--- config.mk ---
export PLATFORM = sky130hd
export DESIGN_NAME = cct_timer
export DESIGN_NICKNAME = d
export VERILOG_FILES = /design/src/cct_pkg.sv /design/src/cct_sync.sv /design/src/cct_edge.sv /design/src/cct_timer.sv
export VERILOG_INCLUDE_DIRS = /design/src
export SDC_FILE = /design/constraint.sdc
export NUM_CORES = 1
export LEC_CHECK = 0
export ABC_CLOCK_PERIOD_IN_PS = 2600
export BUFFER_PORTS_ARGS = -buffer_cell sky130_fd_sc_hd__buf_2
export CORE_MARGIN = 2
export CORE_UTILIZATION = 35
export DETAILED_ROUTE_END_ITERATION = 8
export PLACE_DENSITY = 0.58
export SLEW_MARGIN = 25
export SYNTH_ARGS = -nofsm -noshare
export SYNTH_HDL_FRONTEND = slang
export SYNTH_SLANG_ARGS = --single-unit
--- constraint.sdc ---
create_clock -name clk_i -period 2.6 [get_ports clk_i]
set_input_delay 0.52 -clock clk_i [delete_from_list [all_inputs] [get_ports clk_i]]
set_output_delay 0.52 -clock clk_i [all_outputs]
set_load 0.05 [all_outputs]
--- src/cct_regs.svh ---
`ifndef CCT_REGS_SVH
`define CCT_REGS_SVH
// Register byte addresses
`define CCT_ADDR_CTRL      8'h00
`define CCT_ADDR_STATUS    8'h04
`define CCT_ADDR_IRQ_EN    8'h08
`define CCT_ADDR_IRQ_CLR   8'h0c
`define CCT_ADDR_CAPTURE   8'h10
`define CCT_ADDR_COMPARE   8'h14
`define CCT_ADDR_COUNT     8'h18
`define CCT_ADDR_POWER     8'h1c
// Control field positions
`define CCT_BIT_CAP_IE     7
`define CCT_BIT_CMP_IE     6
`define CCT_BIT_OVF_IE     5
`define CCT_BIT_EDGE       1
`define CCT_BIT_LEVEL      0
// Status and event bit positions
`define CCT_EV_CAP         0
`define CCT_EV_CMP         1
`define CCT_EV_OVF         2
// Reset values and counts
`define CCT_CTRL_RESET     8'h00
`define CCT_COUNT_RESET    16'hfffc
`define CCT_COMPARE_RESET  16'hffff
`define CCT_PRESCALE       4
`endif

--- src/cct_pkg.sv ---
package cct_pkg;
  // Control register fields
  typedef struct packed {
    logic       cap_ie;
    logic       cmp_ie;
    logic       ovf_ie;
    logic [2:0] unused;
    logic       edge_sel;
    logic       out_level;
  } cct_ctrl_t;
  // Low-power state
  typedef enum logic [1:0] {CCT_RUN, CCT_WAIT, CCT_STOP} cct_pmode_t;
  // Flag group
  typedef struct packed {
    logic ovf;
    logic cmp;
    logic cap;
  } cct_flags_t;
endpackage : cct_pkg

--- src/cct_sync.sv ---
`timescale 1ns/10ps
module cct_sync (
  input  wire logic clk_i,
  input  wire logic rst_i,
  input  wire logic d_i,
  output logic      q_o
);
  logic meta_r;
  // Two-stage synchroniser
  always_ff @(posedge clk_i) begin
    if (rst_i) begin
      meta_r <= 1'b0;
      q_o    <= 1'b0;
    end else begin
      meta_r <= d_i;
      q_o    <= meta_r;
    end
  end
endmodule : cct_sync

--- src/cct_edge.sv ---
`timescale 1ns/10ps
module cct_edge (
  input  wire logic clk_i,
  input  wire logic rst_i,
  input  wire logic lvl_i,
  input  wire logic rise_sel_i,
  output logic      hit_o
);
  logic prev_r;
  always_ff @(posedge clk_i) begin
    if (rst_i) prev_r <= 1'b0;
    else       prev_r <= lvl_i;
  end
  assign hit_o = rise_sel_i ? (lvl_i & ~prev_r) : (~lvl_i & prev_r);
endmodule : cct_edge

--- src/cct_timer.sv ---
// Design decisions made here: the Wishbone interface to the registers and the address map.
`timescale 1ns/10ps
`include "cct_regs.svh"
module cct_timer
  import cct_pkg::*;
#(
  parameter int PRESCALE = `CCT_PRESCALE
) (
  input  wire logic        clk_i,
  input  wire logic        rst_i,
  input  wire logic        wb_cyc_i,
  input  wire logic        wb_stb_i,
  input  wire logic        wb_we_i,
  input  wire logic [7:0]  wb_adr_i,
  input  wire logic [3:0]  wb_sel_i,
  input  wire logic [31:0] wb_dat_i,
  output logic [31:0]      wb_dat_o,
  output logic             wb_ack_o,
  input  wire logic        capture_input_pin_i,
  output logic             compare_output_pin_o,
  input  wire logic        wait_req_i,
  input  wire logic        stop_req_i,
  input  wire logic        ext_irq_i,
  output logic             wake_o,
  output logic             irq_o
);

  // Prescaler must fit the 8-bit divider
  if (PRESCALE < 1 || PRESCALE > 256) begin : g_bad_prescale
    $error("PRESCALE out of range");
  end

  // Module state, apart from the u_sync and u_edge flops
  typedef struct packed {
    cct_ctrl_t   ctrl;
    cct_flags_t  flags;
    cct_pmode_t  pmode;
    logic [15:0] count;
    logic [15:0] capture;
    logic [15:0] compare;
    logic [7:0]  pre;
    logic        pend_cap;
    logic        pin_level;
    logic        ack;
    logic [31:0] rdata;
  } cct_state_t;

  cct_state_t st_r;
  cct_state_t st_nxt;

  logic cap_sync;
  logic cap_hit;
  logic tick;
  logic bus_req;
  logic bus_wr;
  logic cmp_hit;
  logic ovf_hit;
  cct_flags_t live;

  // Capture pin into clock domain
  cct_sync u_sync (
    .clk_i (clk_i),
    .rst_i (rst_i),
    .d_i   (capture_input_pin_i),
    .q_o   (cap_sync)
  );

  // Selected edge detector
  cct_edge u_edge (
    .clk_i      (clk_i),
    .rst_i      (rst_i),
    .lvl_i      (cap_sync),
    .rise_sel_i (st_r.ctrl.edge_sel),
    .hit_o      (cap_hit)
  );

  // Bus request decode
  assign bus_req = wb_cyc_i & wb_stb_i & ~st_r.ack;
  assign bus_wr  = bus_req & wb_we_i & wb_sel_i[0];

  assign tick    = (st_r.pre == 8'(PRESCALE - 1)) && (st_r.pmode != CCT_STOP);
  assign cmp_hit = tick && (st_r.count == st_r.compare);
  assign ovf_hit = tick && (st_r.count == 16'hffff);

  // Flags gated by their enables
  // OR of enabled flags
  assign live  = st_r.flags & {st_r.ctrl.ovf_ie, st_r.ctrl.cmp_ie, st_r.ctrl.cap_ie};
  // combined capture, compare and overflow interrupt
  // Enable register aliases the control enables, so a cleared enable always masks
  assign irq_o = |live;
  assign wake_o = (st_r.pmode == CCT_WAIT) && irq_o;

  assign compare_output_pin_o = st_r.pin_level;
  assign wb_ack_o = st_r.ack;
  assign wb_dat_o = st_r.rdata;

  // Next-state logic
  always_comb begin
    st_nxt     = st_r;
    st_nxt.ack = bus_req;
    // Flag clear first, so any event below wins
    if (bus_wr && (wb_adr_i == `CCT_ADDR_IRQ_CLR)) begin
      st_nxt.flags = st_r.flags & ~wb_dat_i[2:0];
    end
    // Prescaler
    // one count per PRESCALE clocks
    if (st_r.pmode != CCT_STOP) begin
      st_nxt.pre = tick ? 8'h00 : st_r.pre + 8'h01;
    end
    if (tick) begin
      st_nxt.count = st_r.count + 16'h0001;
    end
    if (ovf_hit) begin
      st_nxt.flags.ovf = 1'b1;
    end
    if (cmp_hit) begin
      st_nxt.flags.cmp = 1'b1;
      st_nxt.pin_level = st_r.ctrl.out_level;
    end
    // Capture or remember during stop
    // capture on each selected edge
    if (cap_hit) begin
      st_nxt.capture = st_r.count;
      if (st_r.pmode == CCT_STOP) begin
        st_nxt.pend_cap = 1'b1;
      end else begin
        st_nxt.flags.cap = 1'b1;
      end
    end
    // Power mode sequencing
    case (st_r.pmode)
      CCT_RUN: begin
        if (stop_req_i)      st_nxt.pmode = CCT_STOP;
        else if (wait_req_i) st_nxt.pmode = CCT_WAIT;
      end
      CCT_WAIT: begin
        if (irq_o || ext_irq_i) st_nxt.pmode = CCT_RUN;
      end
      CCT_STOP: begin
        if (ext_irq_i) begin
          st_nxt.pmode    = CCT_RUN;
          st_nxt.pend_cap = 1'b0;
          if (st_r.pend_cap || cap_hit) st_nxt.flags.cap = 1'b1;
        end
      end
      default: st_nxt.pmode = CCT_RUN;
    endcase
    // Register writes
    if (bus_wr) begin
      case (wb_adr_i)
        `CCT_ADDR_CTRL: begin
          st_nxt.ctrl        = wb_dat_i[7:0];
          st_nxt.ctrl.unused = 3'b000;
        end
        // Enable register is a second view of the control enables
        `CCT_ADDR_IRQ_EN: begin
          st_nxt.ctrl.ovf_ie = wb_dat_i[`CCT_EV_OVF];
          st_nxt.ctrl.cmp_ie = wb_dat_i[`CCT_EV_CMP];
          st_nxt.ctrl.cap_ie = wb_dat_i[`CCT_EV_CAP];
        end
        // Flag clear handled ahead of the events
        `CCT_ADDR_IRQ_CLR: ;
        `CCT_ADDR_COMPARE: begin
          if (wb_sel_i[1]) st_nxt.compare = {wb_dat_i[15:8], wb_dat_i[7:0]};
          else             st_nxt.compare[7:0] = wb_dat_i[7:0];
        end
        default: ;
      endcase
    end
    // Read data
    st_nxt.rdata = 32'h0000_0000;
    if (bus_req && !wb_we_i) begin
      case (wb_adr_i)
        `CCT_ADDR_CTRL:    st_nxt.rdata = {24'h000000, st_r.ctrl};
        `CCT_ADDR_STATUS:  st_nxt.rdata = {29'h0, st_r.flags};
        `CCT_ADDR_IRQ_EN:  st_nxt.rdata = {29'h0, st_r.ctrl.ovf_ie, st_r.ctrl.cmp_ie,
                                           st_r.ctrl.cap_ie};
        `CCT_ADDR_CAPTURE: st_nxt.rdata = {16'h0000, st_r.capture};
        `CCT_ADDR_COMPARE: st_nxt.rdata = {16'h0000, st_r.compare};
        `CCT_ADDR_COUNT:   st_nxt.rdata = {16'h0000, st_r.count};
        `CCT_ADDR_POWER:   st_nxt.rdata = {30'h0, st_r.pmode};
        default:           st_nxt.rdata = 32'h0000_0000;
      endcase
    end
  end

  // State register
  always_ff @(posedge clk_i) begin
    if (rst_i) begin
      st_r         <= '0;
      st_r.ctrl    <= `CCT_CTRL_RESET;
      st_r.count   <= `CCT_COUNT_RESET;
      st_r.compare <= `CCT_COMPARE_RESET;
      st_r.pmode   <= CCT_RUN;
    end else begin
      st_r <= st_nxt;
    end
  end

  // Assertions
  a_cap_irq_gate: assert property (@(posedge clk_i) disable iff (rst_i)
    (st_r.flags.cap && st_r.ctrl.cap_ie) |-> irq_o)
    else $error("capture interrupt missing");
  a_cmp_irq_gate: assert property (@(posedge clk_i) disable iff (rst_i)
    (st_r.flags.cmp && st_r.ctrl.cmp_ie) |-> irq_o)
    else $error("compare interrupt missing");
  a_ovf_irq_gate: assert property (@(posedge clk_i) disable iff (rst_i)
    (st_r.flags.ovf && st_r.ctrl.ovf_ie) |-> irq_o)
    else $error("overflow interrupt missing");
  a_irq_or_form: assert property (@(posedge clk_i) disable iff (rst_i)
    irq_o == |(st_r.flags & {st_r.ctrl.ovf_ie, st_r.ctrl.cmp_ie, st_r.ctrl.cap_ie}))
    else $error("interrupt not OR of enabled flags");
  a_ctrl_zero_bits: assert property (@(posedge clk_i) disable iff (rst_i)
    st_r.ctrl.unused == 3'b000)
    else $error("unused control bits nonzero");
  a_stop_holds_count: assert property (@(posedge clk_i) disable iff (rst_i)
    (st_r.pmode == CCT_STOP && $past(st_r.pmode) == CCT_STOP) |-> $stable(st_r.count))
    else $error("count moved in stop");
  a_tick_spacing: assert property (@(posedge clk_i) disable iff (rst_i)
    (tick && PRESCALE == 4) |=> !tick [*3])
    else $error("counter ticks too often");
  a_cmp_drives_pin: assert property (@(posedge clk_i) disable iff (rst_i)
    cmp_hit |=> (compare_output_pin_o == $past(st_r.ctrl.out_level)) && st_r.flags.cmp)
    else $error("compare level not driven");
  a_ovf_sets_flag: assert property (@(posedge clk_i) disable iff (rst_i)
    ovf_hit |=> st_r.flags.ovf && st_r.count == 16'h0000)
    else $error("overflow flag not set");
  a_wait_wakes: assert property (@(posedge clk_i) disable iff (rst_i)
    (st_r.pmode == CCT_WAIT && irq_o) |=> st_r.pmode == CCT_RUN)
    else $error("wait not exited");
  a_reset_count: assert property (@(posedge clk_i)
    $past(rst_i) && !rst_i |-> st_r.count == 16'hfffc && st_r.ctrl == 8'h00)
    else $error("reset values wrong");
  a_cap_sets_flag: assert property (@(posedge clk_i) disable iff (rst_i)
    (cap_hit && st_r.pmode != CCT_STOP)
    |=> st_r.flags.cap && (st_r.capture == $past(st_r.count)))
    else $error("capture not taken");
  a_stop_cap_flag: assert property (@(posedge clk_i) disable iff (rst_i)
    (st_r.pmode == CCT_STOP && ext_irq_i && (st_r.pend_cap || cap_hit)) |=> st_r.flags.cap)
    else $error("pending capture flag lost");
  a_stop_resume: assert property (@(posedge clk_i) disable iff (rst_i)
    (st_r.pmode == CCT_STOP && ext_irq_i) |=> st_r.pmode == CCT_RUN && $stable(st_r.count))
    else $error("stop exit lost count");
  a_wait_counts: assert property (@(posedge clk_i) disable iff (rst_i)
    (st_r.pmode == CCT_WAIT && tick) |=> st_r.count == $past(st_r.count) + 16'h0001)
    else $error("count stalled in wait");

  c_capture_seen: cover property (@(posedge clk_i) disable iff (rst_i) cap_hit);
  c_compare_seen: cover property (@(posedge clk_i) disable iff (rst_i) cmp_hit);
  c_overflow_seen: cover property (@(posedge clk_i) disable iff (rst_i) ovf_hit);
  c_stop_exit: cover property (@(posedge clk_i) disable iff (rst_i)
    st_r.pmode == CCT_STOP ##1 st_r.pmode == CCT_RUN);
  c_wait_exit: cover property (@(posedge clk_i) disable iff (rst_i)
    st_r.pmode == CCT_WAIT ##1 st_r.pmode == CCT_RUN);

endmodule : cct_timer

==> flow_summary.yaml, run 1 <==
route:
  drt_pass1_iterations: 4
  viasPerCell: 5.131
  routed_wl_um: 9986
  drt_iter0_markers: 291
  ant_nets: 0
  num_vias: 3484
  wl_per_cell_um: 14.71
  drc: 0
final_layout:
  nets: 583
  area_delta_synth_final_pct: 13.40
  drive_gt1_share_pct: 18.42
  diodes: 0
  design_area_sq_um: 4892
logic_synthesis:
  synth_seq_area_share_pct: 40.84
  yosys_warnings: 0
  synth_edf_count: 0
  avgSynthCellArea_sq_um: 8.715
  syn_inst: 495
  netlist-cell-type-count: 54
  synthFlopType: "dfxtp_1"
  ys_ff_latch: 88
  async_reset_ff_share_pct: 0
  syn_area_sq_um: 4314
clocking:
  cts-root-buf: "clkbuf_16"
  cts.hold.buffers_added: 0
  cts_made_buffers: 9
  postCtsSetupRepairBufs: 0
  cts_tree: "built"
  post_cts_resized: 0
  cts_max_level: 3
  path_clk_slew_ns: 0.06
  clockBufferDepth: 2
  cts_sinks: 88
  clk-insertion-delay-late_ns: 0.33
place:
  dp_slack_ns: 0.2719
  dp_hpwl_um: 7227
  post_dp_cell_area_sq_um: 4584
  portBuffers: 54
  routabilityCongestion: 0.8561
timing:
  clock_skew_ns: 0.004296
  fin_ws_ns: 0.3812
  period_minus_slack_ns: 2.219
  maxSlewHeadroom_pct: 53.43
  maxSlewViolCount: 0
  fin_crit_sh_pct: 85.34
  grt_setup_unrepaired: "no"
  tightest_slew_ns: 0.6985
  finalSetupViolations: 0
  hold_viol: 0
  fin_setup_tns_ns: 0
  fmax_mhz: 450.7
setup_path:
  arrival_ns: 1.70
  cp-end-kind: "output port"
  worstSetupPathType: "reg2out"
  required_ns: 2.08
  r2r_setup_slack_ns: 0.66
  slowest_delay_ns: 0.67
  cp_cell_sequence: "a222oi_1, nor3b_1, buf_2"
  critPathLaunchType: "flip-flop"
  critPathSlowestCell: "a222oi_1"
  critPathMaxFanout: 4
hold_path:
  hp-class: "in2reg"
floorplanning:
  ios: 89
  rows: 40
  die_area_sq_um: 13230
  dieHeight_um: 115.0
  start_util_pct: 35.92
  core_area_sq_um: 12010
  die_w_um: 115.0
global_routing:
  grt_pass1_wl_um: 16370
  antenna_found_initial: 0
  grt_use_total_pct: 15.73
  grt_max_degree: 59
  grt_pass1_vias: 3209
  grt_overflow: 0
outcome:
  status: "finished, final reports clean"
flow_run:
  drv_cap: 0
power_and_ir_drop:
  powerDensity_nw_per_um2: 599.7
  leakagePower_nw: 2.026
  peakVddDrop_mv: 0.2838
[power by group]
| part | switching (mW) | total [mW] | internal [mW] | leakage, nW |
|---|---|---|---|---|
| Sequential | 0.0155 | 1.38 | 1.37 | 0.713 |
| Clock | 0.510 | 1.33 | 0.819 | 0.148 |
| Combinational | 0.151 | 0.223 | 0.0715 | 1.17 |
| Total | 0.677 | 2.93 | 2.26 | 2.03 |
[state kept, by name, summed over array words and instances (netlist names)]
register              count
st_r                     67
wb_dat_o                 16
compare_output_pin_o      1
u_edge.prev_r             1
u_sync.meta_r             1
u_sync.q_o                1
wb_ack_o                  1
[cell usage after synthesis (all sizes together) (2+ instances only)]
cell | number | area [sq um]
xor2 | 5 | 43.79
a222oi | 2 | 20.02
dfxtp | 88 | 1762
nand4 | 10 | 62.56
nor2 | 65 | 244.0
and2 | 2 | 12.51
nand3b | 9 | 67.56
a21oi | 28 | 140.1
and3 | 2 | 12.51
xnor2 | 25 | 219.0
nand2b | 11 | 68.82
a311oi | 4 | 35.03
or4b | 2 | 23.77
nor4b | 3 | 53.80
a211oi | 5 | 37.54
a221oi | 3 | 26.28
inv | 5 | 18.77
nor4bb | 2 | 20.02
a22oi | 13 | 97.59
buf | 42 | 297.8
nor2b | 17 | 106.4
nand2 | 45 | 171.4
nand3 | 9 | 45.04
clkbuf | 21 | 78.83
nor4 | 8 | 77.57
a211o | 8 | 70.07
a32oi | 3 | 26.28
ha | 2 | 25.02
nor3b | 3 | 22.52
mux2i | 19 | 190.2
a31oi | 3 | 18.77
o21ai | 3 | 15.01
nor3 | 15 | 85.08
or3 | 2 | 12.51
[placed cells by master (no fill, tap or decap), drive strengths merged, types with 8 or more instances in the layout]
| master | count |
|---|---|
| dfxtp | 88 |
| buf | 70 |
| nor2 | 65 |
| nand2 | 45 |
| a21oi | 28 |
| xnor2 | 25 |
| mux2i | 19 |
| nor2b | 17 |
| conb | 16 |
| nor3 | 15 |
| a22oi | 13 |
| clkbuf | 13 |
| nand2b | 11 |
| nand4 | 10 |
| nand3b | 9 |
| nand3 | 9 |
| a211o | 8 |
| nor4 | 8 |
[metrics by stage]
stage | power [mW] | util, % | hold WS (ns) | instances
4_1_cts | 2.959 | 40.73 | 0.3942 | 679
2_1_floorplan | 1.585 | - | 0.4138 | 510
6_report | 2.934 | 40.73 | 0.3983 | 679
3_5_place_dp | 1.635 | 38.17 | 0.4404 | 664
5_1_grt | 3.042 | 40.73 | 0.4125 | 679
3_3_place_gp | 1.631 | 38.17 | 0.4408 | 664
[cell type report]
class,count,area (sq um)
Tap cell,147,183.9
Inverter,5,18.77
Multi-Input combinational cell,354,2217
Fill cell,1233,7119
Clock inverter,2,37.54
Clock buffer,13,270.3
Timing Repair Buffer,70,402.9
Sequential cell,88,1762
[worst paths after layout]
kind | from | end | depth (start not counted)
min reg2reg | u_sync.meta_r$_SDFF_PP0_ | u_sync.q_o$_SDFF_PP0_ | 1
min | ext_irq_i | st_r[34]$_SDFF_PP0_ | 2
max reg2reg | st_r[37]$_SDFFE_PP0N_ | st_r[84]$_SDFFE_PP1P_ | 6
max | st_r[101]$_SDFFE_PP0P_ | wake_o | 3
[critical path: cells and delay by family, from the launching register on]
| family | cells | cell delay (ns) |
|---|---|---|
| compound gates | 1 | 0.67 |
| flops | 1 | 0.34 |
| buf+inv | 1 | 0.24 |
| simple gates | 1 | 0.11 |
[kinds of logic (layout without fill, tap and decap cells)]
family                   after synthesis  in the layout  share of synthesized area, %
multiplexers                          21             21                         5.191
AND/OR/NAND/NOR                      207            207                         25.58
buffers and inverters                 68             90                         9.165
AO/OA/AOI/OAI                         78             78                         12.47
XOR/XNOR                              30             30                         6.090
adder cells (fa/ha/maj)                2              2                        0.5800
flip-flops                            88             88                         40.84
other                                  1             16                       0.08692
[layer usage]
metal | track usage, % | vias to the layer above | wire length [um]
li1 | - | 1747 | -
met1 | 22.53 | 1627 | 4883
met2 | 23.57 | 99 | 4453
met3 | 2.636 | 11 | 509
met4 | 6.265 | 0 | 139
met5 | 0 | - | 0
Power figures use the tool's default switching activity.
==> run 2: changes to the inputs <==
--- a/config.mk
+++ b/config.mk
@@ -7,11 +7,11 @@
 export NUM_CORES = 1
 export LEC_CHECK = 0
 export ABC_CLOCK_PERIOD_IN_PS = 2600
-export BUFFER_PORTS_ARGS = -buffer_cell sky130_fd_sc_hd__buf_2
 export CORE_MARGIN = 2
 export CORE_UTILIZATION = 35
 export DETAILED_ROUTE_END_ITERATION = 8
-export PLACE_DENSITY = 0.58
+export DONT_BUFFER_PORTS = 1
+export PLACE_DENSITY = 0.52
 export SLEW_MARGIN = 25
 export SYNTH_ARGS = -nofsm -noshare
 export SYNTH_HDL_FRONTEND = slang
==> run 2 against run 1 <==
Against the previous run:
- maximum frequency shrank 5.6%
- register-to-register slack gained 0.02 ns
- combinational power decreased by 30%
- hold slack lost 0.16 ns
- final area is 4.7% lower
- flip-flop and latch count unchanged
- highest routed layer unchanged
- sequential power hardly changed
==> flow_summary.yaml, run 2 (synthesis results as in run 1) <==
outcome:
  status: "finished, final reports clean"
timing:
  tightest_slew_ns: 0.7453
  fin_ws_ns: 0.2496
  grt_setup_unrepaired: "no"
  fmax_mhz: 425.5
  maxSlewViolCount: 0
  fin_crit_sh_pct: 90.40
  clock_skew_ns: 0.007907
  finalSetupViolations: 0
  period_minus_slack_ns: 2.350
  fin_setup_tns_ns: 0
  holdWs_ns: 0.2388
  hold_viol: 0
  maxSlewHeadroom_pct: 50.31
setup_path:
  critPathLaunchType: "flip-flop"
  cp_cell_sequence: "a222oi_1, inv_1"
  reg2regPathDepth: 6
  critPathSlowestCell: "a222oi_1"
  path_depth: 2
  cp-end-kind: "output port"
  arrival_ns: 1.83
  timing.rr.start: "st_r[37]$_SDFFE_PP0N_"
  required_ns: 2.08
  cp-startpoint: "st_r[101]$_SDFFE_PP0P_"
  critPathTopFamily: "compound AO/OA/AOI/OAI gates"
  critPathMaxFanout: 4
  path_buf_inv: 1
  worstSetupPathType: "reg2out"
  slowest_delay_ns: 0.71
route:
  routed_wl_um: 10140
  drt_pass1_iterations: 4
  wl_per_cell_um: 16.25
  drc: 0
  viasPerCell: 5.167
  drt_iter0_markers: 157
  ant_nets: 0
  num_vias: 3224
clocking:
  cts-root-buf: "clkbuf_16"
  clockBufferDepth: 2
  cts_tree: "built"
  clk-insertion-delay-late_ns: 0.35
  postCtsSetupRepairBufs: 0
  path_clk_slew_ns: 0.06
  cts_made_buffers: 9
  cts.hold.buffers_added: 0
  cts_max_level: 3
  post_cts_resized: 0
  cts_sinks: 88
place:
  routabilityCongestion: 0.8913
  dp_slack_ns: 0.4153
  portBuffers: 0
  dp_hpwl_um: 7149
  place_inst: 608
global_routing:
  grt_use_total_pct: 16.48
  grt_max_degree: 76
  grt_pass1_vias: 3157
  grt_overflow: 0
  grt_pass1_wl_um: 16590
  antenna_found_initial: 0
floorplanning:
  start_util_pct: 35.92
  die_w_um: 115.0
  rows: 40
  dieHeight_um: 115.0
  ios: 89
  die_area_sq_um: 13230
  core_area_sq_um: 12010
hold_path:
  hp-class: "in2reg"
  min_from: "rst_i"
  hold_depth: 1
final_layout:
  layout_common_cells: "dfxtp_1 (88), nor2_1 (65), nand2_1 (44), a21oi_1 (27), xnor2_1 (25)"
  layout_commonest_cell: "dfxtp_1"
  fin_cells: 624
  area_delta_synth_final_pct: 8.034
  top_register: "st_r"
  nets: 527
  largest_reg_flops: 67
  drive_gt1_share_pct: 9.434
  diodes: 0
power_and_ir_drop:
  leakagePower_nw: 1.801
  power_mw: 3.133
  powerDensity_nw_per_um2: 672.2
  peakVddDrop_mv: 0.3725
flow_run:
  drv_cap: 0
[run 2: changes by cell type in the layout (fill, tap and decap cells not counted), sizes merged]
cell / before / now
buf: 70 / 14
bufinv: 1 / 4
clkbuf: 13 / 10
clkinv: 0 / 2
clkinvlp: 1 / 0
[run 2: layout make-up]
| type | instances | area [sq um] |
|---|---|---|
| fillers | 1243 | 7351 |
| well taps | 147 | 183.9 |
| clock buffers | 10 | 239.0 |
| multi-input cells | 354 | 2222 |
| repair buffers | 14 | 105.1 |
| inverters | 5 | 18.77 |
| clock inverters | 6 | 130.1 |
| flip-flops and latches | 88 | 1762 |
[run 2: layer usage]
layer	wire (um)	vias up	track usage (%)
li1	-	1636	-
met1	4806	1499	21.65
met2	4445	79	24.86
met3	707	10	5.746
met4	182	0	6.506
met5	0	-	0
[run 2: path summary, 6_finish.rpt]
kind	end	slack (ns)
setup / recovery	irq_o	0.25
hold / removal	u_edge.prev_r$_SDFF_PP0_	0.24
setup reg to reg	st_r[84]$_SDFFE_PP1P_	0.68
hold reg to reg	u_sync.q_o$_SDFF_PP0_	0.46
[run 2: report_power, final]
part           internal [mW]  total (mW)  switching (mW)
sequential              1.37        1.38          0.0157
clock                   1.06        1.59           0.536
combinational         0.0493       0.156           0.107
total                   2.47        3.13           0.658
[run 2: metrics by stage]
step,utilization (%),cell area [sq um]
after detailed placement,35.73,4292
after CTS,38.80,4661
after global placement,35.73,4292
after floorplan,-,4370
after global routing,38.80,4661
final,38.80,4661
==> run 3: changes to the inputs <==
--- a/config.mk
+++ b/config.mk
@@ -8,11 +8,11 @@
 export LEC_CHECK = 0
 export ABC_CLOCK_PERIOD_IN_PS = 2600
 export CORE_MARGIN = 2
-export CORE_UTILIZATION = 35
+export CORE_UTILIZATION = 45
 export DETAILED_ROUTE_END_ITERATION = 8
 export DONT_BUFFER_PORTS = 1
-export PLACE_DENSITY = 0.52
-export SLEW_MARGIN = 25
+export PLACE_DENSITY = 0.63
+export SLEW_MARGIN = 20
 export SYNTH_ARGS = -nofsm -noshare
 export SYNTH_HDL_FRONTEND = slang
 export SYNTH_SLANG_ARGS = --single-unit
==> run 3 against run 2 <==
Against the previous run:
- hold slack worse by 0.0056 ns
- die area down 21%
- worst setup slack better by 0.065 ns
- register-to-register slack worse by 0.13 ns
- critical path depth unchanged
- final cell count down 3.0%
- clock power down 39%
- routed wire length down 8.1%
- combinational power down 3%
- non-clock buffer count down 1
- via count up 2.3%
==> flow_summary.yaml, run 3 (synthesis results as in run 1) <==
outcome:
  status: "finished, final reports clean"
final_layout:
  final_core_util_pct: 48.14
  top_register: "st_r"
  multi_input_area_sq_um: 2222
  largest_reg_flops: 67
  area_delta_synth_final_pct: 3.596
  n_fill_cell: 938
  layout_common_cells: "dfxtp_1 (88), nor2_1 (65), nand2_1 (44), a21oi_1 (27), xnor2_1 (25)"
  nets: 526
  diodes: 0
  register_area_sq_um: 1762
  layout_commonest_cell: "dfxtp_1"
  drive_gt1_share_pct: 9.034
setup_path:
  cp-end-kind: "output port"
  arrival_ns: 1.77
  worstSetupPathType: "reg2out"
  critPathLaunchType: "flip-flop"
  required_ns: 2.08
  cp_cell_sequence: "a222oi_1, inv_1"
  critPathSlowestCell: "a222oi_1"
  slowest_delay_ns: 0.64
  critPathMaxFanout: 4
global_routing:
  grt_pass1_vias: 2920
  grt_use_total_pct: 18.78
  grt_overflow: 0
  grt_pass1_wl_um: 15340
  grt_max_degree: 76
  antenna_found_initial: 0
route:
  routed_wl_um: 9322
  ant_nets: 0
  drt_iter0_markers: 225
  num_vias: 3298
  drt_pass1_iterations: 4
  wl_per_cell_um: 15.41
  viasPerCell: 5.451
  drc: 0
clocking:
  cts_made_buffers: 9
  clk-insertion-delay-late_ns: 0.36
  cts.hold.buffers_added: 0
  cts-root-buf: "clkbuf_8"
  postCtsSetupRepairBufs: 0
  cts_sinks: 88
  path_clk_slew_ns: 0.08
  post_cts_resized: 0
  cts_tree: "built"
  cts_max_level: 3
  clockBufferDepth: 2
timing:
  tightest_slew_ns: 0.6586
  clock_skew_ns: 0.009912
  maxSlewHeadroom_pct: 56.09
  finalSetupViolations: 0
  fin_crit_sh_pct: 87.91
  fin_setup_tns_ns: 0
  fin_ws_ns: 0.3142
  maxSlewViolCount: 0
  holdWs_ns: 0.2331
  hold_viol: 0
  grt_setup_unrepaired: "no"
  period_minus_slack_ns: 2.286
  fmax_mhz: 437.5
place:
  portBuffers: 0
  routabilityCongestion: 0.8435
  dp_slack_ns: 0.4592
  dp_hpwl_um: 6614
power_and_ir_drop:
  peakVddDrop_mv: 0.3035
  p_int_mw: 1.910
  leakagePower_nw: 1.708
  powerDensity_nw_per_um2: 561.6
  power_frac_comb_pct: 6.1
  switching_share_pct: 23.88
  p_sw_mw: 0.5994
  seqPwrFrac_pct: 55.1
  clockPowerShare_pct: 38.8
floorplanning:
  die_w_um: 101.9
  die_area_sq_um: 10390
  ios: 89
  core_area_sq_um: 9284
  rows: 35
  start_util_pct: 46.47
  dieHeight_um: 101.9
flow_run:
  drv_cap: 0
hold_path:
  hp-class: "in2reg"
==> run 3: cell types whose count changed in the layout (fill, tap and decap cells not counted) <==
cell        before  now
bufinv_16        4    1
clkbuf_16        9    0
clkinv_2         2    0
clkbuf_8         1   11
clkinvlp_4       0    3
buf_4           14   13
clkbuf_1         0    1
==> run 3: cell type report <==
| cell class | count | share of cell area [%] |
|---|---|---|
| flip-flops and latches | 88 | 39.42 |
| repair buffers | 13 | 2.184 |
| clock buffers | 12 | 3.471 |
| well taps | 129 | 3.611 |
| multi-input cells | 354 | 49.72 |
| clock inverters | 4 | 1.176 |
| inverters | 5 | 0.4199 |
==> run 3: power by group through the flow <==
stage          combinational [mW]  sequential, mW  clock [mW]
2_1_floorplan               0.175            1.41           0
3_3_place_gp                0.149            1.41           0
3_5_place_dp                0.152            1.41           0
4_1_cts                     0.152            1.38       0.999
5_1_grt                     0.165            1.39        1.06
6_report                    0.152            1.38       0.974
==> run 3: worst max-delay path, delay by kind of cell (launching register included) <==
| kind | cells | cell delay, ns |
|---|---|---|
| AOI/OAI and AO/OA | 1 | 0.64 |
| DFF | 1 | 0.36 |
| buffers and inverters | 1 | 0.41 |
==> run 3: path summary, 6_finish.rpt <==
kind	cells past startpoint	slack, ns	start	to
worst max-delay path	2	0.31	st_r[101]$_SDFFE_PP0P_	irq_o
worst min-delay path	1	0.23	rst_i	u_sync.q_o$_SDFF_PP0_
worst max register to register	5	0.55	wb_ack_o$_SDFF_PP0_	st_r[96]$_SDFFE_PP0P_
worst min register to register	1	0.46	u_sync.meta_r$_SDFF_PP0_	u_sync.q_o$_SDFF_PP0_
==> run 3: stage by stage <==
stage,cells,cell area (sq um),power [mW]
after floorplan,510,4370,1.585
after global placement,589,4262,1.563
after detailed placement,589,4262,1.567
after CTS,605,4469,2.535
after global routing,605,4469,2.615
final,605,4469,2.510
==> run 3: per-layer routing <==
layer	share of wire, %	track usage (%)
met1	47	26.95
met2	44	27.68
met3	8.1	5.951
met4	0.84	4.205
met5	0	0
